**config.mk**
```make
export PLATFORM = sky130hd
export DESIGN_NAME = acmp_ctrl
export DESIGN_NICKNAME = d
export VERILOG_FILES = /design/src/design/acmp_pkg.sv /design/src/design/acmp_evt_if.sv /design/src/design/acmp_ctrl.sv /design/src/design/acmp_sync_edge.sv /design/src/design/acmp_in_select.sv
export VERILOG_INCLUDE_DIRS = /design/src /design/src/design
export SDC_FILE = /design/constraint.sdc
export NUM_CORES = 1
export LEC_CHECK = 0
export ABC_AREA = 1
export BUFFER_PORTS_ARGS = -buffer_cell sky130_fd_sc_hd__buf_4
export CELL_PAD_IN_SITES_DETAIL_PLACEMENT = 1
export CELL_PAD_IN_SITES_GLOBAL_PLACEMENT = 1
export CORE_AREA = 10 10 106 108
export DETAILED_ROUTE_END_ITERATION = 10
export DIE_AREA = 0 0 116 118
export PLACE_DENSITY_LB_ADDON = 0.25
export SYNTH_ARGS = -nofsm -noshare
export SYNTH_HDL_FRONTEND = slang
export SYNTH_HIERARCHICAL = 1
export SYNTH_SLANG_ARGS = --single-unit
```
**constraint.sdc**
```tcl
create_clock -name aclk -period 2.5 [get_ports aclk]
set_clock_uncertainty 0.05 [all_clocks]
set_input_delay 0.375 -clock aclk [delete_from_list [all_inputs] [get_ports aclk]]
set_output_delay 0.375 -clock aclk [all_outputs]
set_load 0.01 [all_outputs]
```
**src/design/acmp_consts.svh**
```systemverilog
// constants for the comparator control block: offsets, bit positions, resets
// assumes inclusion by bare name from the package and the modules
`ifndef ACMP_CONSTS_SVH
`define ACMP_CONSTS_SVH
`define ACMP_OFF_SFIO 4'h0
`define ACMP_OFF_CSR 4'h4
`define ACMP_OFF_CONV 4'h8
`define ACMP_OFF_ACK 4'hC
`define ACMP_SFIO_RESET 8'h00
`define ACMP_CSR_RESET 8'h00
`define ACMP_CONV_RESET 8'h00
`define ACMP_BIT_MODE_LO 0
`define ACMP_BIT_MODE_HI 1
`define ACMP_BIT_CAPT 2
`define ACMP_BIT_IRQ_EN 3
`define ACMP_BIT_FLAG 4
`define ACMP_BIT_RESULT 5
`define ACMP_BIT_BANDGAP 6
`define ACMP_BIT_DISABLE 7
`define ACMP_BIT_NEG_MUX 3
`define ACMP_SFIO_WMASK 8'hEF
`define ACMP_BIT_CONV_EN 3
`define ACMP_CHAN_LO 0
`define ACMP_CHAN_HI 2
`define ACMP_RESP_OKAY 2'h0
`define ACMP_RESP_SLVERR 2'h2
`endif

```
**src/design/acmp_pkg.sv**
```systemverilog
// types shared by the comparator control block
// assumes acmp_consts.svh is on the include path
`include "acmp_consts.svh"
package acmp_pkg;
  typedef enum logic [1:0] {
    MODE_TOGGLE = 2'h0,
    MODE_RESERVED = 2'h1,
    MODE_FALL = 2'h2,
    MODE_RISE = 2'h3
  } irq_mode_t;
  typedef enum {WR_IDLE, WR_RESP} wr_state_t;
  typedef enum {RD_IDLE, RD_RESP} rd_state_t;
endpackage

```
**src/design/acmp_evt_if.sv**
```systemverilog
// carrier between the edge detector and the register file
// assumes one clock domain
`timescale 1ns/10ps
interface acmp_evt_if;
  logic raw_result;
  logic powered;
  logic [1:0] mode;
  logic result;
  logic event_hit;
  modport det (input raw_result, input powered, input mode, output result, output event_hit);
  modport regs (output raw_result, output powered, output mode, input result, input event_hit);
endinterface

```
**src/design/acmp_ctrl.sv**
```systemverilog
// comparator control: axi4-lite registers, input select, sync, irq flag
// assumes one clock, synchronous active-low reset, analog core outside
//
// Behaviour
// RULE_01 - result high when positive above negative
// RULE_02 - result synchronised, one to two cycles
// RULE_03 - mux on, converter off: channel negative
// RULE_04 - otherwise external negative pin used
// RULE_05 - bandgap bit picks internal positive reference
// RULE_06 - disable bit powers comparator off, resets zero
// RULE_07 - mode: toggle, falling, rising, one reserved
// RULE_08 - flag set on selected event
// RULE_09 - flag clears on vector or written one
// RULE_10 - request when flag, enable, global enable
// RULE_11 - capture enable routes result to timer
// RULE_12 - software disables irq before disable change
// RULE_13 - software disables irq before mode change
// RULE_14 - software also enables timer capture irq
// RULE_15 - mux enable bit three, resets zero
// RULE_16 - edge detect on synced result, reserved none
`timescale 1ns/10ps
`include "acmp_consts.svh"
module acmp_ctrl
  import acmp_pkg::*;
(
  input wire logic aclk,
  input wire logic aresetn,
  input wire logic [31:0] s_axi_awaddr,
  input wire logic s_axi_awvalid,
  output logic s_axi_awready,
  input wire logic [31:0] s_axi_wdata,
  input wire logic [3:0] s_axi_wstrb,
  input wire logic s_axi_wvalid,
  output logic s_axi_wready,
  output logic [1:0] s_axi_bresp,
  output logic s_axi_bvalid,
  input wire logic s_axi_bready,
  input wire logic [31:0] s_axi_araddr,
  input wire logic s_axi_arvalid,
  output logic s_axi_arready,
  output logic [31:0] s_axi_rdata,
  output logic [1:0] s_axi_rresp,
  output logic s_axi_rvalid,
  input wire logic s_axi_rready,
  input wire logic comparator_out,
  input wire logic global_irq_enable,
  input wire logic irq_vector_taken,
  output logic comparator_power_down,
  output logic use_bandgap,
  output logic use_neg_pin,
  output logic [7:0] neg_chan_onehot,
  output logic capture_trigger,
  output logic compare_irq
);
  // register state
  logic [7:0] sfio_ff, nxt_sfio;
  logic [7:0] csr_ff, nxt_csr;
  logic [7:0] conv_ff, nxt_conv;
  // write channel state
  wr_state_t wst_ff, nxt_wst;
  logic aw_got_ff, nxt_aw_got;
  logic w_got_ff, nxt_w_got;
  logic [3:0] waddr_ff, nxt_waddr;
  logic [7:0] wdata_ff, nxt_wdata;
  logic wlane_ff, nxt_wlane;
  logic [1:0] bresp_ff, nxt_bresp;
  // read channel state
  rd_state_t rst_ff, nxt_rst;
  logic [31:0] rdata_ff, nxt_rdata;
  logic [1:0] rresp_ff, nxt_rresp;

  logic aw_take, w_take, wr_fire, wr_hit_csr, flag_set, flag_clr;
  logic [3:0] aw_idx, ar_idx, wa;
  logic [7:0] wd;
  logic wl;

  acmp_evt_if evt ();

  acmp_sync_edge u_sync (
    .aclk(aclk),
    .aresetn(aresetn),
    .evt(evt.det)
  );

  acmp_in_select u_sel (
    .neg_mux_enable(sfio_ff[`ACMP_BIT_NEG_MUX]),
    .converter_enable(conv_ff[`ACMP_BIT_CONV_EN]),
    .bandgap_select(csr_ff[`ACMP_BIT_BANDGAP]),
    .channel_select(conv_ff[`ACMP_CHAN_HI:`ACMP_CHAN_LO]),
    .use_bandgap(use_bandgap),
    .use_neg_pin(use_neg_pin),
    .neg_chan_onehot(neg_chan_onehot)
  );

  // core output is high while positive exceeds negative
  assign evt.raw_result = comparator_out; // RULE_01
  assign evt.powered = ~csr_ff[`ACMP_BIT_DISABLE];
  assign evt.mode = csr_ff[`ACMP_BIT_MODE_HI:`ACMP_BIT_MODE_LO];

  assign comparator_power_down = csr_ff[`ACMP_BIT_DISABLE]; // RULE_06
  assign capture_trigger = csr_ff[`ACMP_BIT_CAPT] & evt.result; // RULE_11
  assign compare_irq = csr_ff[`ACMP_BIT_FLAG] & csr_ff[`ACMP_BIT_IRQ_EN]
    & global_irq_enable; // RULE_10

  assign aw_idx = s_axi_awaddr[3:0];
  assign ar_idx = s_axi_araddr[3:0];

  // write address/data capture
  always_comb begin
    aw_take = (wst_ff == WR_IDLE) && !aw_got_ff && s_axi_awvalid;
    w_take = (wst_ff == WR_IDLE) && !w_got_ff && s_axi_wvalid;
    nxt_aw_got = aw_got_ff;
    nxt_w_got = w_got_ff;
    nxt_waddr = waddr_ff;
    nxt_wdata = wdata_ff;
    nxt_wlane = wlane_ff;
    nxt_wst = wst_ff;
    nxt_bresp = bresp_ff;
    wr_fire = 1'b0;
    if (aw_take) begin
      nxt_aw_got = 1'b1;
      nxt_waddr = aw_idx;
    end
    if (w_take) begin
      nxt_w_got = 1'b1;
      nxt_wdata = s_axi_wdata[7:0];
      nxt_wlane = s_axi_wstrb[0];
    end
    case (wst_ff)
      WR_IDLE: begin
        if (nxt_aw_got && nxt_w_got) begin
          wr_fire = 1'b1;
          nxt_wst = WR_RESP;
          nxt_aw_got = 1'b0;
          nxt_w_got = 1'b0;
          nxt_bresp = (nxt_waddr == `ACMP_OFF_SFIO || nxt_waddr == `ACMP_OFF_CSR
            || nxt_waddr == `ACMP_OFF_CONV || nxt_waddr == `ACMP_OFF_ACK)
            ? `ACMP_RESP_OKAY : `ACMP_RESP_SLVERR;
        end
      end
      WR_RESP: begin
        if (s_axi_bready) begin
          nxt_wst = WR_IDLE;
        end
      end
      default: nxt_wst = WR_IDLE;
    endcase
  end

  // register file next values
  always_comb begin
    wa = nxt_waddr;
    wd = nxt_wdata;
    wl = nxt_wlane;
    nxt_sfio = sfio_ff;
    nxt_conv = conv_ff;
    nxt_csr = csr_ff;
    wr_hit_csr = wr_fire && wl && (wa == `ACMP_OFF_CSR);
    if (wr_fire && wl && wa == `ACMP_OFF_SFIO) begin
      nxt_sfio = wd & `ACMP_SFIO_WMASK; // RULE_15
    end
    if (wr_fire && wl && wa == `ACMP_OFF_CONV) begin
      nxt_conv = wd;
    end
    if (wr_hit_csr) begin
      nxt_csr[`ACMP_BIT_DISABLE] = wd[`ACMP_BIT_DISABLE]; // RULE_06
      nxt_csr[`ACMP_BIT_BANDGAP] = wd[`ACMP_BIT_BANDGAP];
      nxt_csr[`ACMP_BIT_IRQ_EN] = wd[`ACMP_BIT_IRQ_EN];
      nxt_csr[`ACMP_BIT_CAPT] = wd[`ACMP_BIT_CAPT];
      nxt_csr[`ACMP_BIT_MODE_HI:`ACMP_BIT_MODE_LO] =
        wd[`ACMP_BIT_MODE_HI:`ACMP_BIT_MODE_LO];
    end
    // write-one clear, vector acknowledge; a new event wins over both
    flag_clr = (wr_hit_csr && wd[`ACMP_BIT_FLAG]) || irq_vector_taken
      || (wr_fire && wl && wa == `ACMP_OFF_ACK && wd[`ACMP_BIT_FLAG]); // RULE_09
    flag_set = evt.event_hit; // RULE_08
    if (flag_set) begin
      nxt_csr[`ACMP_BIT_FLAG] = 1'b1;
    end else if (flag_clr) begin
      nxt_csr[`ACMP_BIT_FLAG] = 1'b0;
    end
    nxt_csr[`ACMP_BIT_RESULT] = 1'b0;
  end

  // read channel
  always_comb begin
    nxt_rst = rst_ff;
    nxt_rdata = rdata_ff;
    nxt_rresp = rresp_ff;
    case (rst_ff)
      RD_IDLE: begin
        if (s_axi_arvalid) begin
          nxt_rst = RD_RESP;
          nxt_rresp = `ACMP_RESP_OKAY;
          case (ar_idx)
            `ACMP_OFF_SFIO: nxt_rdata = {24'h000000, sfio_ff};
            `ACMP_OFF_CSR: begin
              nxt_rdata = {24'h000000, csr_ff};
              nxt_rdata[`ACMP_BIT_RESULT] = evt.result; // RULE_02
            end
            `ACMP_OFF_CONV: nxt_rdata = {24'h000000, conv_ff};
            `ACMP_OFF_ACK: nxt_rdata = 32'h00000000;
            default: begin
              nxt_rdata = 32'h00000000;
              nxt_rresp = `ACMP_RESP_SLVERR;
            end
          endcase
        end
      end
      RD_RESP: begin
        if (s_axi_rready) begin
          nxt_rst = RD_IDLE;
        end
      end
      default: nxt_rst = RD_IDLE;
    endcase
  end

  always_ff @(posedge aclk) begin
    if (!aresetn) begin
      sfio_ff <= `ACMP_SFIO_RESET;
      csr_ff <= `ACMP_CSR_RESET;
      conv_ff <= `ACMP_CONV_RESET;
      wst_ff <= WR_IDLE;
      aw_got_ff <= 1'b0;
      w_got_ff <= 1'b0;
      waddr_ff <= 4'h0;
      wdata_ff <= 8'h00;
      wlane_ff <= 1'b0;
      bresp_ff <= `ACMP_RESP_OKAY;
      rst_ff <= RD_IDLE;
      rdata_ff <= 32'h00000000;
      rresp_ff <= `ACMP_RESP_OKAY;
    end else begin
      sfio_ff <= nxt_sfio;
      csr_ff <= nxt_csr;
      conv_ff <= nxt_conv;
      wst_ff <= nxt_wst;
      aw_got_ff <= nxt_aw_got;
      w_got_ff <= nxt_w_got;
      waddr_ff <= nxt_waddr;
      wdata_ff <= nxt_wdata;
      wlane_ff <= nxt_wlane;
      bresp_ff <= nxt_bresp;
      rst_ff <= nxt_rst;
      rdata_ff <= nxt_rdata;
      rresp_ff <= nxt_rresp;
    end
  end

  assign s_axi_awready = (wst_ff == WR_IDLE) && !aw_got_ff;
  assign s_axi_wready = (wst_ff == WR_IDLE) && !w_got_ff;
  assign s_axi_bvalid = (wst_ff == WR_RESP);
  assign s_axi_bresp = bresp_ff;
  assign s_axi_arready = (rst_ff == RD_IDLE);
  assign s_axi_rvalid = (rst_ff == RD_RESP);
  assign s_axi_rdata = rdata_ff;
  assign s_axi_rresp = rresp_ff;
endmodule // acmp_ctrl

```
**src/design/acmp_sync_edge.sv**
```systemverilog
// synchroniser and event detector for the comparator result
// assumes raw_result is asynchronous to aclk
`timescale 1ns/10ps
module acmp_sync_edge
  import acmp_pkg::*;
(
  input wire logic aclk,
  input wire logic aresetn,
  acmp_evt_if.det evt
);
  logic meta_ff, nxt_meta;
  logic sync_ff, nxt_sync;
  logic prev_ff, nxt_prev;
  logic hit;

  always_comb begin
    nxt_meta = evt.raw_result & evt.powered;
    nxt_sync = meta_ff; // RULE_02
    nxt_prev = sync_ff;
  end

  always_ff @(posedge aclk) begin
    if (!aresetn) begin
      meta_ff <= 1'b0;
      sync_ff <= 1'b0;
      prev_ff <= 1'b0;
    end else begin
      meta_ff <= nxt_meta;
      sync_ff <= nxt_sync;
      prev_ff <= nxt_prev;
    end
  end

  always_comb begin
    case (irq_mode_t'(evt.mode)) // RULE_16
      MODE_TOGGLE: hit = sync_ff ^ prev_ff; // RULE_07
      MODE_FALL: hit = prev_ff & ~sync_ff;
      MODE_RISE: hit = sync_ff & ~prev_ff;
      default: hit = 1'b0;
    endcase
  end

  assign evt.result = sync_ff;
  assign evt.event_hit = hit;
endmodule // acmp_sync_edge

```
**src/design/acmp_in_select.sv**
```systemverilog
// analog input selection controls for the comparator core
// assumes the core decodes one-hot channel enables
`timescale 1ns/10ps
module acmp_in_select
  import acmp_pkg::*;
(
  input wire logic neg_mux_enable,
  input wire logic converter_enable,
  input wire logic bandgap_select,
  input wire logic [2:0] channel_select,
  output logic use_bandgap,
  output logic use_neg_pin,
  output logic [7:0] neg_chan_onehot
);
  logic borrow;
  assign borrow = neg_mux_enable & ~converter_enable;
  assign use_neg_pin = ~borrow; // RULE_04
  assign use_bandgap = bandgap_select; // RULE_05
  for (genvar i = 0; i < 8; i++) begin : g_chan
    assign neg_chan_onehot[i] = borrow && (channel_select == 3'(i)); // RULE_03
  end
endmodule // acmp_in_select

```
==> summary.txt <==
STA
  • Final hold vios: 0
  • Fin crit share: between 70 and 80%
  • Fin crit period: ~1.8 ns
  • Final Max Tran Viols: 0
  • Setup violators final: 0
  • Setup tns final: 0 ns
  • Max_slew headroom: approximately two fifths
  • Unrepaired setup endpoints after global routing: false
  • Max Fclk: 0.5501 GHz
  • Worst Tran Pin Value: ~0.9 ns

Floorplan
  • Total core area: around 9000 sq um
  • Io pins: between 150 and 200
  • Starting Density: between 20% and 30%
  • Row count: 35
  • Die area: 13690 sq um
  • Die height: around 120 um
  • Die X: approximately 120 um

Yosys
  • Main combinational cell family by area after synthesis: simple AND/OR/NAND/NOR gates
  • Post-synth top area cell: dfxtp_1
  • Compound-cell area share of the yosys netlist: approximately 5.7%
  • Top cell type's share of synthesized area: 39.08%
  • Register area share after synthesis: around 40%
  • Distinct cell type count after synthesis: 28
  • Syn_area_per_cell: approximately 6.8 sq um
  • Post-synthesis adder-cell area fraction: less than 1%
  • Synth warn: 6
  • Synth area leaders: dfxtp_1 (39%), nand2_1 (14%), nor2_1 (10%)
  • Syn Inst Count: around 400
  • Mux cell area share after synthesis: 0%
  • Synth Area in Simple Gates: about two fifths
  • FF+latch count, synth: 52
  • Synthesized cell area: 2664 sq um
  • Post-Synth XOR/XNOR Area: 0%

Clock tree
  • Hold buffers post-CTS: 0
  • Clock Root Buffer: clkbuf_8
  • Sinks on Clock Net: 52
  • Max Root-Sink Buffers: 2
  • H-Tree Depth: 2
  • Clk Latency, worst-skew pair: between 0.3 and 0.4 ns
  • CTS tree: built
  • CTS Buf Count: 5
  • Post-CTS Setup Bufs: 0
  • PostCTS Resize Cnt: 0
  • Clock transition at the registers of the reported paths: 0.11 ns

Finish
  • # diodes: 0
  • Share of layout cells above drive strength 1: between 10% and 20%
  • Utilization after layout: 34.68%
  • Fin nets: roughly 550
  • Commonest cells after routing, fill and taps aside: nand2_1 (101), nor2_1 (73), buf_4 (56)
  • Area growth syn-to-layout: 18.60%
  • Post-route cell area: 3159 sq um
  • Leading cell type in the layout, fill and taps excluded: nand2_1

Critical path
  • Critical path peak fanout: 20
  • Flop2flop setup slack: 0.68 ns
  • Crit-path slowest cell: o21ai_0
  • Crit Path Class: reg -> reg
  • Largest stage delay on the critical path: ~0.6 ns
  • Largest delay share family, worst path: simple AND/OR/NAND/NOR gates
  • Worst path bufs/invs: 0
  • Worst path cell trace: nor2_4, nand2_2, o21ai_0, nand3_1, nand2_1, nor2_1
  • CP required: roughly 2.7 ns
  • Worst Path Arrival: just under 2 ns
  • CP Capture Type: flip-flop
  • Type of origin of the critical path: flip-flop

Global routing
  • Largest net degree at the start of global routing: 31
  • Initial antenna violation count: 0
  • Grt ovf: 0
  • GRT Overall Usage: between 10% and 20%
  • Vias in the first global route: approximately 2400
  • First-pass GRT wire length: about 12000 um

Power and ir drop
  • Power per cell area: 585.6 nW/um^2
  • PnR Total Power: 1850 uW
  • Static Leak: 0.001440 uW
  • Max IR drop VDD: 0.0002998 V

Drt
  • Drt first pass iters: 4
  • DR DRC count: 0
  • Via count: between 2000 and 2500
  • Avg WL per Cell: about 13 um
  • Routed wire length: ~7400 um
  • Vias per cell: 4.368
  • Post-route antenna net violation count: 0
  • 1st-iter DRT viols: 59

Placement
  • Placed cell areas: 3048 sq um
  • Final HPWL DP: around 5700 um
  • Routability-driven placement congestion ratio: approximately 0.76
  • I/O Buffers: 54

Outcome
  • Status: finished clean

Flow run
  • Max-cap violations: 0

Min path
  • Hold WC Path Type: in -> reg
## area by class of cell
type,instances,area [sq um]
inverter,39,146.4
tap,111,138.9
timing repair buffer,56,420.4
fill,1200,5949
sequential,52,1041
clock inverter,3,42.54
clock buffer,5,68.82
multi-input combinational,286,1301
## report_power, final
group / switching, uW / total, uW / leakage [uW] / internal [uW]
Sequential: 23.7 / 894 / 0.000424 / 870
Clock: 308 / 605 / 0.0000541 / 297
Combinational: 235 / 350 / 0.000962 / 116
## stage by stage
| step | cells | hold slack (ns) | setup slack, ns |
|---|---|---|---|
| 3_5_place_dp | 544 | 0.3576 | 0.6577 |
| 6_report | 552 | 0.2417 | 0.6820 |
| 5_1_grt | 552 | 0.2336 | 0.4633 |
| 2_1_floorplan | 414 | 0.3356 | 0.9736 |
| 3_3_place_gp | 544 | 0.3455 | 0.6876 |
| 4_1_cts | 552 | 0.2414 | 0.6325 |
## layer usage
metal | up-vias | global-route usage (%) | part of all wire [%]
met5 | - | 0 | 0
met4 | 0 | 3.052 | 1.2
met3 | 10 | 2.803 | 5.6
met2 | 54 | 17.52 | 46
met1 | 1106 | 13.88 | 47
li1 | 1241 | - | -
## path summary, 6_finish.rpt
kind | startpoint | endpoint | depth (start not counted)
setup / recovery | wst_ff[0]$_SDFFE_PN0P_ | sfio_ff[1]$_SDFFE_PN0P_ | 6
hold / removal | comparator_out | u_sync/meta_ff$_SDFF_PN0_ | 2
setup reg to reg | wst_ff[0]$_SDFFE_PN0P_ | sfio_ff[1]$_SDFFE_PN0P_ | 6
hold reg to reg | u_sync/meta_ff$_SDFF_PN0_ | u_sync/evt.result$_SDFF_PN0_ | 2
## Yosys cell counts
| library cell | count |
|---|---|
| inv_2 | 2 |
| o21a_1 | 1 |
| a21oi_1 | 11 |
| nand3_1 | 30 |
| a21oi_2 | 1 |
| nor2_4 | 7 |
| nor2_1 | 73 |
| inv_1 | 37 |
| buf_6 | 3 |
| o211ai_1 | 1 |
| nor3_1 | 2 |
| nand3_2 | 1 |
| and3_1 | 2 |
| dfxtp_1 | 52 |
| o21ai_0 | 10 |
| buf_4 | 28 |
| nand3b_1 | 2 |
| o21ai_2 | 1 |
| clkbuf_1 | 4 |
| nand3_4 | 1 |
| nand2_4 | 2 |
| buf_2 | 2 |
| ha_1 | 2 |
| conb_1 | 1 |
| o21ai_1 | 3 |
| nand2_1 | 101 |
| nand2_2 | 6 |
| nor2_2 | 3 |
## state kept, by name, summed over array words and instances (netlist names)
register,cells
conv_ff,8
s_axi_rdata,8
wdata_ff,8
csr_ff,7
sfio_ff,7
waddr_ff,4
aw_got_ff,1
rst_ff,1
s_axi_bresp,1
s_axi_rresp,1
u_sync/evt.result,1
u_sync/meta_ff,1
u_sync/prev_ff,1
w_got_ff,1
wlane_ff,1
wst_ff,1
## kinds of logic after synthesis
logic type	count (synthesis)
flops	52
simple gates	230
buf+inv	76
compound gates	28
other cells	1
fa+ha+maj	2
Note: power is estimated with default switching activity, not from simulation.
